==> src/hw/rarb_pkg.sv <==
// Package for the range and alarm register bank: offsets, field layout,
// reset values and range codes.
// Assumes a 32-bit APB slave with one aligned word per register.
package rarb_pkg;

	// ----------------------------------------------------------------
	// Register byte offsets
	// ----------------------------------------------------------------
	localparam logic [7:0] RARB_OFS_RANGE     = 8'h14;
	localparam logic [7:0] RARB_OFS_ALARM     = 8'h20;
	localparam logic [7:0] RARB_OFS_HIGH_TH   = 8'h24;
	localparam logic [7:0] RARB_OFS_IRQ_STAT  = 8'h30;
	localparam logic [7:0] RARB_OFS_IRQ_MASK  = 8'h34;

	// ----------------------------------------------------------------
	// Field positions
	// ----------------------------------------------------------------
	localparam int RARB_RANGE_LSB    = 0;
	localparam int RARB_RANGE_W      = 4;
	localparam int RARB_REFOFF_BIT   = 6;
	localparam int RARB_ACT_SUP_LO   = 15;
	localparam int RARB_ACT_SUP_HI   = 14;
	localparam int RARB_ACT_IN_LO    = 11;
	localparam int RARB_ACT_IN_HI    = 10;
	localparam int RARB_TRP_SUP_LO   = 7;
	localparam int RARB_TRP_SUP_HI   = 6;
	localparam int RARB_TRP_IN_LO    = 5;
	localparam int RARB_TRP_IN_HI    = 4;
	localparam int RARB_SUMMARY_BIT  = 0;
	localparam int RARB_HYST_LSB     = 24;
	localparam int RARB_HYST_W       = 8;
	localparam int RARB_HYST_USED_W  = 2;
	localparam int RARB_LIMIT_LSB    = 0;
	localparam int RARB_LIMIT_W      = 16;
	localparam int RARB_LIMIT_CMP_LSB = 4;
	localparam int RARB_NUM_ALARMS   = 4;

	// ----------------------------------------------------------------
	// Reset values
	// ----------------------------------------------------------------
	localparam logic [3:0]  RARB_RANGE_RST  = 4'h0;
	localparam logic        RARB_REFOFF_RST = 1'b0;
	localparam logic [7:0]  RARB_HYST_RST   = 8'h00;
	localparam logic [15:0] RARB_LIMIT_RST  = 16'hFFFF;
	localparam logic [3:0]  RARB_IRQ_RST    = 4'h0;

	// ----------------------------------------------------------------
	// Range codes
	// ----------------------------------------------------------------
	typedef enum logic [3:0]
	{
		RARB_BI_3P0   = 4'h0,
		RARB_BI_2P5   = 4'h1,
		RARB_BI_1P5   = 4'h2,
		RARB_BI_1P25  = 4'h3,
		RARB_BI_0P625 = 4'h4,
		RARB_UNI_3P0  = 4'h8,
		RARB_UNI_2P5  = 4'h9,
		RARB_UNI_1P5  = 4'hA,
		RARB_UNI_1P25 = 4'hB
	} rarb_range_type;

	// Span one-hot: index 0..8 in code order above
	localparam int RARB_SPAN_N = 9;

endpackage

==> src/hw/rarb_range_decode.sv <==
// Range-code decoder: turns the four-bit range code into a span select that is
// one-hot for legal codes and zero otherwise, a polarity flag and a legal flag.
// Assumes the code comes from a register on the same clock.
`timescale 1ns/1ps
module rarb_range_decode
	import rarb_pkg::*;
(
	input  wire logic [3:0]             code,
	output logic      [RARB_SPAN_N-1:0] span_onehot,
	output logic                        unipolar,
	output logic                        legal
);

	always_comb
	begin
		span_onehot = '0;
		unipolar    = 1'b0;
		legal       = 1'b1;
		case (code)
			RARB_BI_3P0:   span_onehot[0] = 1'b1;
			RARB_BI_2P5:   span_onehot[1] = 1'b1;
			RARB_BI_1P5:   span_onehot[2] = 1'b1;
			RARB_BI_1P25:  span_onehot[3] = 1'b1;
			RARB_BI_0P625: span_onehot[4] = 1'b1;
			RARB_UNI_3P0:
			begin
				span_onehot[5] = 1'b1;
				unipolar       = 1'b1;
			end
			RARB_UNI_2P5:
			begin
				span_onehot[6] = 1'b1;
				unipolar       = 1'b1;
			end
			RARB_UNI_1P5:
			begin
				span_onehot[7] = 1'b1;
				unipolar       = 1'b1;
			end
			RARB_UNI_1P25:
			begin
				span_onehot[8] = 1'b1;
				unipolar       = 1'b1;
			end
			default: legal = 1'b0;
		endcase
	end

endmodule

==> src/hw/rarb_bank.sv <==
// Range and alarm register bank of the converter control logic, APB slave.
// Assumes alarm condition inputs are asynchronous levels from analog
// comparators, and that sample codes come from the converter on pclk.
//
// The APB slave port is this design's own decision.
`timescale 1ns/1ps
module rarb_bank
	import rarb_pkg::*;
#(
	parameter int SAMPLE_W = 16
)
(
	input  wire logic                pclk,
	input  wire logic                presetn,
	input  wire logic                psel,
	input  wire logic                penable,
	input  wire logic                pwrite,
	input  wire logic [7:0]          paddr,
	input  wire logic [31:0]         pwdata,
	output logic      [31:0]         prdata,
	output logic                     pready,
	output logic                     pslverr,
	input  wire logic                supply_low_in,
	input  wire logic                supply_high_in,
	input  wire logic                sample_valid,
	input  wire logic [SAMPLE_W-1:0] sample_code,
	output logic      [3:0]          range_code,
	output logic                     range_unipolar,
	output logic      [RARB_SPAN_N-1:0] range_span,
	output logic                     onchip_reference_off,
	output logic                     irq
);

	// ----------------------------------------------------------------
	// State
	// ----------------------------------------------------------------
	typedef struct packed
	{
		logic [31:0]            rdata;
		logic                   ready;
		logic                   slverr;
		logic [3:0]             range;
		logic                   refoff;
		logic                   unipolar;
		logic [RARB_SPAN_N-1:0] span;
		logic [7:0]             hyst;
		logic [15:0]            limit;
		logic [1:0]             sup_lo_sync;
		logic [1:0]             sup_hi_sync;
		logic                   act_sup_lo;
		logic                   act_sup_hi;
		logic                   act_in_lo;
		logic                   act_in_hi;
		logic [3:0]             trip;
		logic [3:0]             trip_prev;
		logic [3:0]             irq_stat;
		logic [3:0]             irq_mask;
		logic                   irq;
	} rarb_state_type;

	rarb_state_type st_q;
	rarb_state_type st_d;

	logic [RARB_SPAN_N-1:0] dec_span;
	logic                   dec_unipolar;
	logic                   dec_legal;

	rarb_range_decode u_decode
	(
		.code        (st_q.range),
		.span_onehot (dec_span),
		.unipolar    (dec_unipolar),
		.legal       (dec_legal)
	);

	// ----------------------------------------------------------------
	// Next-state logic
	// ----------------------------------------------------------------
	logic        setup;
	logic        wr;
	logic        rd;
	logic        rd_alarm;
	logic [31:0] alarm_word;
	logic [31:0] range_word;
	logic [31:0] high_word;
	logic [11:0] upper_cmp;
	logic [11:0] sample_top;
	logic [11:0] release_lvl;
	logic [3:0]  trip_set;
	logic [3:0]  trip_rise;

	always_comb
	begin
		st_d        = st_q;
		setup       = psel && !penable;
		wr          = setup && pwrite;
		rd          = setup && !pwrite;
		rd_alarm    = rd && (paddr == RARB_OFS_ALARM);
		upper_cmp   = st_q.limit[RARB_LIMIT_W-1:RARB_LIMIT_CMP_LSB];
		sample_top  = sample_code[SAMPLE_W-1 -: 12];
		// Hysteresis pulls the release point below the limit by up to 3 codes
		release_lvl = upper_cmp - 12'(st_q.hyst[RARB_HYST_W-1 -: RARB_HYST_USED_W]);
		alarm_word  = '0;
		range_word  = '0;
		high_word   = '0;
		trip_set    = '0;
		trip_rise   = '0;

		// Supply comparators are asynchronous: two flops before use
		st_d.sup_lo_sync = {st_q.sup_lo_sync[0], supply_low_in};
		st_d.sup_hi_sync = {st_q.sup_hi_sync[0], supply_high_in};
		st_d.act_sup_lo  = st_q.sup_lo_sync[1];
		st_d.act_sup_hi  = st_q.sup_hi_sync[1];

		// Input alarm: above limit sets, dropping to or below limit minus hysteresis clears
		if (sample_valid)
		begin
			if (sample_top > upper_cmp)
				st_d.act_in_hi = 1'b1;
			else if (sample_top <= release_lvl)
				st_d.act_in_hi = 1'b0;
			// Low threshold lives elsewhere; low flag stays clear here
			st_d.act_in_lo = 1'b0;
		end

		trip_set = {st_q.act_sup_lo, st_q.act_sup_hi, st_q.act_in_lo, st_q.act_in_hi};

		// Latched flags: a read clears, but a live condition keeps them set
		if (rd_alarm)
			st_d.trip = trip_set;
		else
			st_d.trip = st_q.trip | trip_set;

		alarm_word[RARB_ACT_SUP_LO]  = st_q.act_sup_lo;
		alarm_word[RARB_ACT_SUP_HI]  = st_q.act_sup_hi;
		alarm_word[RARB_ACT_IN_LO]   = st_q.act_in_lo;
		alarm_word[RARB_ACT_IN_HI]   = st_q.act_in_hi;
		alarm_word[RARB_TRP_SUP_LO]  = st_q.trip[3];
		alarm_word[RARB_TRP_SUP_HI]  = st_q.trip[2];
		alarm_word[RARB_TRP_IN_LO]   = st_q.trip[1];
		alarm_word[RARB_TRP_IN_HI]   = st_q.trip[0];
		alarm_word[RARB_SUMMARY_BIT] = |st_q.trip;

		range_word[RARB_RANGE_LSB +: RARB_RANGE_W] = st_q.range;
		range_word[RARB_REFOFF_BIT]                = st_q.refoff;
		high_word[RARB_HYST_LSB +: RARB_HYST_W]    = st_q.hyst;
		high_word[RARB_LIMIT_LSB +: RARB_LIMIT_W]  = st_q.limit;

		// Interrupt status: rising edge of each latched flag; set wins over clear
		st_d.trip_prev = st_d.trip;
		trip_rise      = st_d.trip & ~st_q.trip_prev;
		if (wr && paddr == RARB_OFS_IRQ_STAT)
			st_d.irq_stat = (st_q.irq_stat & ~pwdata[3:0]) | trip_rise;
		else
			st_d.irq_stat = st_q.irq_stat | trip_rise;

		// APB: answer in the access cycle after setup, zero wait states
		st_d.ready  = setup;
		st_d.slverr = 1'b0;
		st_d.rdata  = '0;
		if (setup)
		begin
			if (paddr == RARB_OFS_RANGE)
			begin
				st_d.rdata = range_word;
				if (pwrite)
				begin
					st_d.range  = pwdata[RARB_RANGE_LSB +: RARB_RANGE_W];
					st_d.refoff = pwdata[RARB_REFOFF_BIT];
				end
			end
			else if (paddr == RARB_OFS_ALARM)
			begin
				st_d.rdata = alarm_word;
			end
			else if (paddr == RARB_OFS_HIGH_TH)
			begin
				st_d.rdata = high_word;
				if (pwrite)
				begin
					st_d.hyst  = pwdata[RARB_HYST_LSB +: RARB_HYST_W];
					st_d.limit = pwdata[RARB_LIMIT_LSB +: RARB_LIMIT_W];
				end
			end
			else if (paddr == RARB_OFS_IRQ_STAT)
			begin
				st_d.rdata[3:0] = st_q.irq_stat;
			end
			else if (paddr == RARB_OFS_IRQ_MASK)
			begin
				st_d.rdata[3:0] = st_q.irq_mask;
				if (pwrite)
					st_d.irq_mask = pwdata[3:0];
			end
			else
			begin
				st_d.slverr = 1'b1;
			end
		end

		// Illegal codes keep the last legal span and polarity so the front end never floats
		if (dec_legal)
		begin
			st_d.span     = dec_span;
			st_d.unipolar = dec_unipolar;
		end
		st_d.irq = |(st_d.irq_stat & st_d.irq_mask);
	end

	// ----------------------------------------------------------------
	// Registers
	// ----------------------------------------------------------------
	always_ff @(posedge pclk or negedge presetn)
	begin
		if (!presetn)
		begin
			st_q          <= '0;
			st_q.range    <= RARB_RANGE_RST;
			st_q.refoff   <= RARB_REFOFF_RST;
			st_q.span     <= RARB_SPAN_N'(1);
			st_q.hyst     <= RARB_HYST_RST;
			st_q.limit    <= RARB_LIMIT_RST;
			st_q.irq_stat <= RARB_IRQ_RST;
			st_q.irq_mask <= RARB_IRQ_RST;
		end
		else
		begin
			st_q <= st_d;
		end
	end

	assign prdata               = st_q.rdata;
	assign pready               = st_q.ready;
	assign pslverr              = st_q.slverr;
	assign range_code           = st_q.range;
	assign range_unipolar       = st_q.unipolar;
	assign range_span           = st_q.span;
	assign onchip_reference_off = st_q.refoff;
	assign irq                  = st_q.irq;

endmodule

==> config.mk <==
export PLATFORM = sky130hd
export DESIGN_NAME = rarb_bank
export DESIGN_NICKNAME = d
export VERILOG_FILES = /design/src/hw/rarb_pkg.sv /design/src/hw/rarb_range_decode.sv /design/src/hw/rarb_bank.sv
export SDC_FILE = /design/constraint.sdc
export NUM_CORES = 1
export LEC_CHECK = 0
export BUFFER_PORTS_ARGS = -buffer_cell sky130_fd_sc_hd__buf_2
export CORE_UTILIZATION = 46
export DETAILED_ROUTE_END_ITERATION = 12
export PLACE_DENSITY = 0.73
export SYNTH_ARGS = -nofsm -noshare
export SYNTH_HDL_FRONTEND = slang
export SYNTH_SLANG_ARGS = --single-unit
==> constraint.sdc <==
create_clock -name pclk -period 2.8 [get_ports pclk]
set_input_delay 0.28 -clock pclk [delete_from_list [all_inputs] [get_ports pclk]]
set_output_delay 0.28 -clock pclk [all_outputs]
set_load 0.05 [all_outputs]
==> impl_metrics.json, run 1 <==
{
  "start_util": 0.483,
  "grt_use_total": 0.197,
  "io_buffers": 93,
  "post-route-period-util": 0.973,
  "syn-mean-instance-area_um2": 10.8,
  "worst_pin_slew_ns": 1.03,
  "hold-worst-slack_ns": 0.0334,
  "die_y_um": 101,
  "setup_viol": 0,
  "yosys-top-cells-area": "dfrtp_1 37%, dfstp_2 9.8%, mux2_2 7.7%, buf_4 7.6%, ha_1 7.1%",
  "status": "complete, no violations",
  "final_util": 0.556,
  "io_pins": 114,
  "setup.worst_path.end_class": "flip-flop",
  "yosysTopAreaCell": "dfrtp_1",
  "ys_seq_area_frac": 0.472,
  "hold_path.class": "input port to flip-flop",
  "fin_nets": 576,
  "relSlewSlack": 0.311,
  "min_from": "supply_low_in",
  "htreeDepth": 3,
  "design_area_um2": 5230,
  "grt_pass1_vias": 3093,
  "cts_root_buf": "clkbuf_8",
  "r2r_slack_ns": 0.08,
  "hold_buffers": 0,
  "worst-path-buf-inv": 1,
  "synth-async-reset-ratio": 1.00,
  "yosysMostFrequentCell": "dfrtp_1",
  "hold_depth": 1,
  "dr.pass1.iters": 4,
  "slew_violations": 0,
  "reg2reg_from": "high_word[4]$_DFFE_PN1P_",
  "cts_buffers": 9,
  "synth_compound_area_frac": 0.0946,
  "clock_sinks": 85,
  "reg2reg_to": "alarm_word[10]$_DFFE_PN0P_",
  "dr_total_vias": 3208,
  "arrival_ns": 2.94,
  "synthAdderAreaFrac": 0.0759,
  "grt_pass1_wl_um": 15300,
  "synthMuxAreaShare": 0.0905,
  "maxCapViolCount": 0,
  "synth_seq_cells": 85,
  "crit_slowest_cell": "dfstp_2",
  "period_needed_ns": 2.72,
  "synth_edf_count": 0,
  "vias_per_cell": 5.16,
  "grt_setup_unrepaired": "true",
  "rows": 35,
  "placed_cell_area_um2": 4880,
  "leakagePower_nw": 2.47,
  "synth_flop_cell": "dfrtp_1",
  "path_delay_family": "adder cells",
  "finalPower_mw": 2.48,
  "grt_antenna_before_repair": 3,
  "synth_top_family_by_area": "simple AND/OR/NAND/NOR gates",
  "antenna_left": 0,
  "yosysTopAreaCellShare": 0.374,
  "ir_drop_v": 0.000279,
  "clock_path_buffers": 2,
  "fmax_mhz": 367,
  "insertion_delay_ns": 0.35,
  "netlist_area_um2": 4550,
  "hpwl_um": 7140,
  "syn_inst": 420,
  "core_um2": 9420,
  "yosysWarningCount": 0,
  "cp.required_ns": 3.02,
  "drive_above_1_share": 0.392,
  "cts.clk_slew.worst_paths_ns": 0.09,
  "hold_viol_final": 0,
  "syn_to_final_growth_pct": 15.0,
  "cp_cell_sequence": "inv_2, ha_4, fa_2, nor2b_4, nand2_2, nor4_4, xnor2_1, ha_1, nand4_1, or2_4, a21oi_4, a2111oi_4, o22ai_1",
  "max_stage_delay_ns": 0.54,
  "yosys.area_share.simple": 0.145,
  "synth_xor_area_frac": 0.0173,
  "worstRegToRegCells": 13,
  "die_w_um": 101,
  "min_to": "st_d[24]$_DFF_PN0_",
  "wl_um": 9650,
  "skew_ns": 0.00859,
  "cellPowerDensity_nw_per_um2": 473,
  "drtIter0Drc": 199,
  "finalSetupTns_ns": 0,
  "die-area_um2": 10300,
  "drc": 0,
  "synth_common_cells": "68 x dfrtp_1, 46 x buf_4, 31 x mux2_2",
  "wl_per_cell_um": 15.5,
  "gr-total-overflow": 0,
  "finalWeightedCongestion": 0.834,
  "cts_tree": "done",
  "nFillCells": 820,
  "cp-start-kind": "flip-flop",
  "grt_max_degree": 86,
  "worst-path-max-fanout": 4,
  "worst-setup-path-type": "flip-flop to flip-flop",
  "synth_cell_types": 55
}
==> registers in the layout, indices dropped and copies added (netlist names) <==
register	flops
alarm_word	3
pready	1
range_code	4
st_d	4
high_word	24
pslverr	1
range_span	9
irq	1
st_q	12
prdata	24
onchip_reference_off	1
range_unipolar	1
==> area by class of cell <==
type,count,area (µm²),share of cell area
sequential,85,2150,0.411
multi-input combinational,264,2060,0.394
timing repair buffer,104,554,0.106
clock buffer,12,165,0.0316
tap,129,161,0.0309
inverter,21,78.8,0.0151
clock inverter,4,53.8,0.0103
antenna,3,7.51,0.00144
==> worst max path at each step <==
| stage | start | end | slack (ns) | depth (start not counted) |
|---|---|---|---|---|
| 3_3_place_gp | high_word[4]$_DFFE_PN1P_ | alarm_word[10]$_DFFE_PN0P_ | -0.03 | 12 |
| 4_1_cts | high_word[4]$_DFFE_PN1P_ | alarm_word[10]$_DFFE_PN0P_ | 0.002 | 13 |
| 3_5_place_dp | high_word[4]$_DFFE_PN1P_ | alarm_word[10]$_DFFE_PN0P_ | -0.13 | 12 |
| 5_1_grt | high_word[10]$_DFFE_PN1P_ | alarm_word[10]$_DFFE_PN0P_ | -0.06 | 10 |
| 2_1_floorplan | high_word[4]$_DFFE_PN1P_ | alarm_word[10]$_DFFE_PN0P_ | 0.08 | 12 |
| 6_report | high_word[4]$_DFFE_PN1P_ | alarm_word[10]$_DFFE_PN0P_ | 0.08 | 13 |
==> cell usage in the layout, fill, tap and decap left out, types with 3 or more instances in the layout <==
| cell type | Yosys | routed |
|---|---|---|
| conb_1 | 1 | 8 |
| a22o_1 | 3 | 3 |
| buf_2 | 4 | 92 |
| inv_1 | 20 | 19 |
| nand2b_1 | 5 | 5 |
| a22oi_1 | 7 | 7 |
| dfrtp_1 | 68 | 68 |
| nor3_1 | 6 | 5 |
| a21oi_1 | 22 | 21 |
| mux2_2 | 31 | 31 |
| o21ai_0 | 11 | 11 |
| nand2_1 | 24 | 22 |
| clkbuf_8 | 0 | 12 |
| a31oi_1 | 3 | 3 |
| nand3_1 | 8 | 8 |
| ha_1 | 26 | 25 |
| a21o_1 | 6 | 6 |
| nand4_1 | 7 | 7 |
| mux2i_1 | 4 | 4 |
| dfstp_2 | 17 | 17 |
| buf_4 | 46 | 11 |
| xnor2_1 | 9 | 8 |
| and3_1 | 7 | 7 |
| nor2b_1 | 9 | 8 |
| and2_1 | 3 | 3 |
| diode_2 | 0 | 3 |
| nor2_1 | 22 | 21 |
| nor4_1 | 9 | 8 |
==> layer usage <==
layer,vias up,track usage,wire [µm]
li1,1558,-,-
met1,1526,0.264,4260
met2,107,0.305,4560
met3,17,0.0552,612
met4,0,0.0758,213
met5,-,0,0
==> power by group <==
part           leakage [nW]  switching (mW)  internal (mW)
clock network         0.105           0.447          0.489
registers              1.07          0.0175           1.25
logic                  1.30           0.173         0.0993
total                  2.47           0.638           1.84
==> logic make-up (layout without fill, tap and decap cells) <==
kind of cell / Yosys count / count (layout)
muxes: 36 / 36
other: 1 / 11
and+or+nand+nor: 116 / 116
AOI/OAI and AO/OA: 68 / 68
adders and majority gates: 27 / 27
buffers and inverters: 78 / 141
DFF: 85 / 85
xor gates and xnor gates: 9 / 9
==> through the flow <==
step	setup WS [ns]	instances
2_1_floorplan	0.0784	427
3_3_place_gp	-0.0339	601
3_5_place_dp	-0.127	601
4_1_cts	0.00166	618
5_1_grt	-0.0602	621
6_report	0.0769	622
==> timing repair <==
item	4_1_cts	5_1_grt
pin swaps	5	11
gates resized for setup	7	15
setup buffers	1	1
endpoints found under the setup margin	1	1
No activity file was read; power rests on OpenSTA's default activity.
==> run 2: changes to the inputs <==
- CELL_PAD_IN_SITES_DETAIL_PLACEMENT: default -> 0
- CELL_PAD_IN_SITES_GLOBAL_PLACEMENT: default -> 1
- CORE_UTILIZATION: 46 -> 37
- PLACE_DENSITY: 0.73 -> default
- PLACE_DENSITY_LB_ADDON: default -> 0.1
==> run 2 against run 1 <==
First-iteration DRC count decreased by 43%. Sequential cell count unchanged. Final cell count increased by 2.9%. Die area increased by 24%. Non-clock buffer count increased by 3. Maximum frequency increased by 1.6%. Routed wire length increased by 5.6%. Clock skew decreased by 0.00079 ns.
==> impl_metrics.json, run 2 (synthesis gave the netlist of run 1 again) <==
{
  "placed_cell_area_um2": 4940,
  "reg2reg_from": "high_word[4]$_DFFE_PN1P_",
  "hold_depth": 1,
  "grt_pass1_vias": 3188,
  "hold_buffers": 0,
  "clock_path_buffers": 2,
  "setup_viol": 0,
  "wl_per_cell_um": 15.9,
  "hold-worst-slack_ns": 0.0365,
  "fin_nets": 579,
  "dr_total_vias": 3180,
  "cts_root_buf": "clkbuf_16",
  "setup.worst_path.end_class": "flip-flop",
  "finalWeightedCongestion": 0.770,
  "gr-total-overflow": 0,
  "skew_ns": 0.00780,
  "clock_sinks": 85,
  "grt_max_degree": 84,
  "start_util": 0.379,
  "cp-start-kind": "flip-flop",
  "htreeDepth": 3,
  "die-area_um2": 12700,
  "nFillCells": 1164,
  "grt_pass1_wl_um": 16400,
  "cp-endpoint": "alarm_word[10]$_DFFE_PN0P_",
  "finalPower_mw": 2.75,
  "fin_ws_ns": 0.120,
  "drive_above_1_share": 0.394,
  "core_um2": 12000,
  "io_pins": 114,
  "cts_buffers": 9,
  "syn_to_final_growth_pct": 17.6,
  "drc": 0,
  "drtIter0Drc": 113,
  "relSlewSlack": 0.313,
  "arrival_ns": 2.89,
  "worst-setup-path-type": "flip-flop to flip-flop",
  "die_w_um": 113,
  "hpwl_um": 7540,
  "final_cell_mix": "92 x buf_2, 68 x dfrtp_1, 31 x mux2_2",
  "period_needed_ns": 2.68,
  "crit_start": "high_word[4]$_DFFE_PN1P_",
  "insertion_delay_ns": 0.34,
  "dr.pass1.iters": 4,
  "design_area_um2": 5350,
  "vias_per_cell": 4.97,
  "cp.required_ns": 3.01,
  "ir_drop_v": 0.000315,
  "grt_use_total": 0.170,
  "fmax_mhz": 373,
  "worst_pin_slew_ns": 1.03,
  "grt_setup_unrepaired": "true",
  "final_util": 0.445,
  "antenna_left": 0,
  "grt_antenna_before_repair": 0,
  "status": "complete, no violations",
  "instances_no_fill": 640,
  "wl_um": 10200,
  "dp_slack_ns": -0.114,
  "r2r_slack_ns": 0.12,
  "post-route-period-util": 0.957,
  "slew_violations": 0,
  "worstRegToRegCells": 13,
  "maxCapViolCount": 0,
  "cellPowerDensity_nw_per_um2": 514,
  "min_from": "supply_low_in",
  "reg2reg_to": "alarm_word[10]$_DFFE_PN0P_",
  "die_y_um": 113,
  "hold_path.class": "input port to flip-flop",
  "antenna_cells": 0,
  "finalSetupTns_ns": 0,
  "rows": 40,
  "layout_commonest_cell": "buf_2",
  "dp.cells": 624,
  "cts.clk_slew.worst_paths_ns": 0.07,
  "cts_tree": "done",
  "hold_viol_final": 0,
  "worst-path-max-fanout": 4,
  "io_buffers": 93,
  "leakagePower_nw": 2.51
}
[run 2: what timing repair did]
action                                  4_1_cts  5_1_grt
gates cloned                                  0        0
endpoints found under the setup margin        1        1
setup buffers                                 0        0
gates resized for setup                       8       15
endpoints found under the hold margin         0        0
pin swaps                                     0        8
[run 2: worst max-delay path, stage by stage, from the launching register on]
cell       delay [ns]
dfstp_2          0.54
inv_2            0.05
ha_4             0.16
fa_2             0.36
nor2b_4          0.15
nand2_4          0.08
nor4_4           0.04
xnor2_1          0.13
ha_1             0.33
nand4_1          0.13
or2_4            0.17
a21oi_4          0.04
a2111oi_4        0.26
o22ai_1          0.13
[run 2: area by class of cell]
class | count | area (µm²) | share of cell area
flip-flops and latches | 85 | 2150 | 0.402
multi-input cells | 264 | 2070 | 0.387
repair buffers | 107 | 573 | 0.107
clock buffers | 11 | 233 | 0.0435
well taps | 147 | 184 | 0.0344
inverters | 21 | 78.8 | 0.0147
clock inverters | 5 | 62.6 | 0.0117
[run 2: worst min-delay path by stage]
| stage | endpoint | slack [ns] |
|---|---|---|
| 3_5_place_dp | st_d[19]$_DFF_PN0_ | 0.33 |
| 3_3_place_gp | alarm_word[14]$_DFF_PN0_ | 0.33 |
| 6_report | st_d[24]$_DFF_PN0_ | 0.04 |
| 5_1_grt | st_d[24]$_DFF_PN0_ | 0.02 |
| 2_1_floorplan | alarm_word[10]$_DFFE_PN0P_ | -0.02 |
| 4_1_cts | st_d[24]$_DFF_PN0_ | 0.02 |
[run 2: report_power, final]
| part | internal [mW] | leakage, nW | switching, mW |
|---|---|---|---|
| Clock | 0.695 | 0.136 | 0.511 |
| Combinational | 0.0994 | 1.31 | 0.175 |
| Sequential | 1.25 | 1.07 | 0.0190 |
| Total | 2.05 | 2.51 | 0.705 |
[run 2: per-layer routing]
layer	share of wire	global-route usage	wire length [µm]
met5	0	0	0
met4	0.011	0.0605	116
met3	0.038	0.0332	389
met2	0.48	0.277	4870
met1	0.47	0.226	4800
==> run 3: changes to the inputs <==
- BUFFER_PORTS_ARGS: -buffer_cell sky130_fd_sc_hd__buf_2 -> -buffer_cell sky130_fd_sc_hd__buf_4
- CORE_ASPECT_RATIO: default -> 1.2
- RECOVER_POWER: default -> 25
==> run 3 against run 2 <==
The flow now finishes with violations (capacitance limit, slew limit). Count of clock-buffer cells in the layout decreased by 1. Sequential share of layout area shrank 1.4 points. Utilization grew 1.4 points. Global-route usage is 0.34 points higher. Cell area grew 3.6%. Combinational power is 6% higher. Non-clock buffer count grew 1. Die area about the same. Highest routed layer unchanged.
==> impl_metrics.json, run 3 (synthesis gave the netlist of run 1 again) <==
{
  "status": "finished, violations left",
  "failed_checks": "capacitance limit, slew limit",
  "setup.worst_path.end_class": "flip-flop",
  "cp.required_ns": 3.00,
  "grt_setup_unrepaired": "true",
  "finalSetupTns_ns": 0,
  "dp_slack_ns": -0.137,
  "p_sw_frac": 0.261,
  "combPwrFrac": 0.107,
  "hold_buffers": 0,
  "setup_viol": 0,
  "design_area_um2": 5540,
  "die_y_um": 123,
  "grt_max_degree": 84,
  "layout_commonest_cell": "buf_4",
  "hold_path.class": "input port to flip-flop",
  "wl_per_cell_um": 15.9,
  "syn_to_final_growth_pct": 21.8,
  "cellPowerDensity_nw_per_um2": 492,
  "drive_above_1_share": 0.391,
  "finalWeightedCongestion": 0.831,
  "final_util": 0.460,
  "start_util": 0.377,
  "vias_per_cell": 4.85,
  "wl_um": 10400,
  "grt_pass1_vias": 3109,
  "grt_pass1_wl_um": 16100,
  "wl_met2_um": 5460,
  "arrival_ns": 2.84,
  "fmax_mhz": 379,
  "gr-total-overflow": 0,
  "worst_pin_slew_ns": 2.06,
  "dr_total_vias": 3180,
  "final_cell_mix": "104 x buf_4, 68 x dfrtp_1, 31 x mux2_2",
  "antenna_cells": 0,
  "leakagePower_nw": 2.55,
  "die_w_um": 103,
  "min_from": "supply_high_in",
  "sequentialPowerShare": 0.466,
  "p_sw_mw": 0.712,
  "slew_violations": 84,
  "worst-path-max-fanout": 4,
  "post-route-period-util": 0.944,
  "dp.cells": 637,
  "period_needed_ns": 2.64,
  "insertion_delay_ns": 0.34,
  "skew_ns": 0.0107,
  "reg2reg_from": "high_word[4]$_DFFE_PN1P_",
  "io_pins": 114,
  "hold_viol_final": 0,
  "hpwl_um": 7780,
  "maxCapViolCount": 1,
  "drc": 0,
  "cts_buffers": 9,
  "cts_tree": "done",
  "grt_antenna_before_repair": 0,
  "antenna_left": 0,
  "wl_met3_um": 317,
  "grt_use_total": 0.173,
  "wl_met1_um": 4410,
  "io_buffers": 93,
  "placed_cell_area_um2": 5180,
  "worst-setup-path-type": "flip-flop to flip-flop",
  "clock_sinks": 85,
  "die-area_um2": 12700,
  "dr.pass1.iters": 4,
  "cts.clk_slew.worst_paths_ns": 0.07,
  "ir_drop_v": 0.000234,
  "rows": 44,
  "fin_nets": 580,
  "intPower_mw": 2.01,
  "relSlewSlack": -0.373,
  "cts_root_buf": "clkbuf_16",
  "instances_no_fill": 655,
  "fin_ws_ns": 0.158,
  "power_frac_clock": 0.427,
  "cp-start-kind": "flip-flop",
  "core_um2": 12100,
  "highest_layer": "met4",
  "drtIter0Drc": 112,
  "clock_path_buffers": 2,
  "htreeDepth": 3,
  "crit_start": "high_word[4]$_DFFE_PN1P_"
}
[run 3: changes by cell type in the layout (fill, tap and decap cells not counted), sizes merged]
cell      change
buf           -3
clkbuf        +3
inv           +3
bufinv        -1
clkinvlp      -1
[run 3: through the flow]
step | power (mW) | hold slack, ns
6_report | 2.72 | 0.0591
3_3_place_gp | 1.58 | 0.337
5_1_grt | 2.84 | 0.0494
2_1_floorplan | 1.45 | -0.0156
4_1_cts | 2.76 | 0.0296
3_5_place_dp | 1.58 | 0.336
[run 3: final timing paths]
| check | to | slack, ns | cells past startpoint |
|---|---|---|---|
| min reg2reg | alarm_word[14]$_DFF_PN0_ | 0.35 | 0 |
| max | alarm_word[10]$_DFFE_PN0P_ | 0.16 | 13 |
| max in group asynchronous | st_q[10]$_DFF_PN0_ | 1.06 | 1 |
| max reg2reg | alarm_word[10]$_DFFE_PN0P_ | 0.16 | 13 |
| min | st_d[22]$_DFF_PN0_ | 0.06 | 1 |
| min in group asynchronous | prdata[3]$_DFF_PN0_ | 0.53 | 1 |
[run 3: worst max-delay path, cell delays in order (launching register included)]
cell,delay [ns]
dfstp_2,0.53
inv_1,0.04
ha_2,0.18
fa_2,0.34
nor2b_4,0.15
nand2_2,0.07
nor4_1,0.05
xnor2_1,0.12
ha_1,0.31
nand4_1,0.12
or2_4,0.15
a21oi_1,0.05
a2111oi_2,0.28
o22ai_1,0.11
[run 3: area by class of cell]
type | count | area [µm²]
Clock buffer | 10 | 239
Clock inverter | 6 | 53.8
Fill cell | 1163 | 6510
Inverter | 21 | 78.8
Multi-Input combinational cell | 264 | 2020
Sequential cell | 85 | 2150
Tap cell | 161 | 201
Timing Repair Buffer | 108 | 805
[run 3: what timing repair did]
item	CTS	global route
pin swaps	4	5
setup endpoints to repair	1	1
resized for setup	9	6
setup buffers	1	1
[run 3: power by group through the flow]
stage          Sequential (mW)  Combinational [mW]  Clock, mW
5_1_grt                   1.27               0.322       1.25
3_5_place_dp              1.29               0.288          0
2_1_floorplan             1.29               0.157          0
6_report                  1.27               0.291       1.16
4_1_cts                   1.27               0.292       1.19
3_3_place_gp              1.29               0.285          0
[run 3: routing by layer]
layer	up-vias	global-route usage
met5	-	0
met4	0	0.0616
met3	11	0.0373
met2	63	0.309
met1	1538	0.203
li1	1568	-
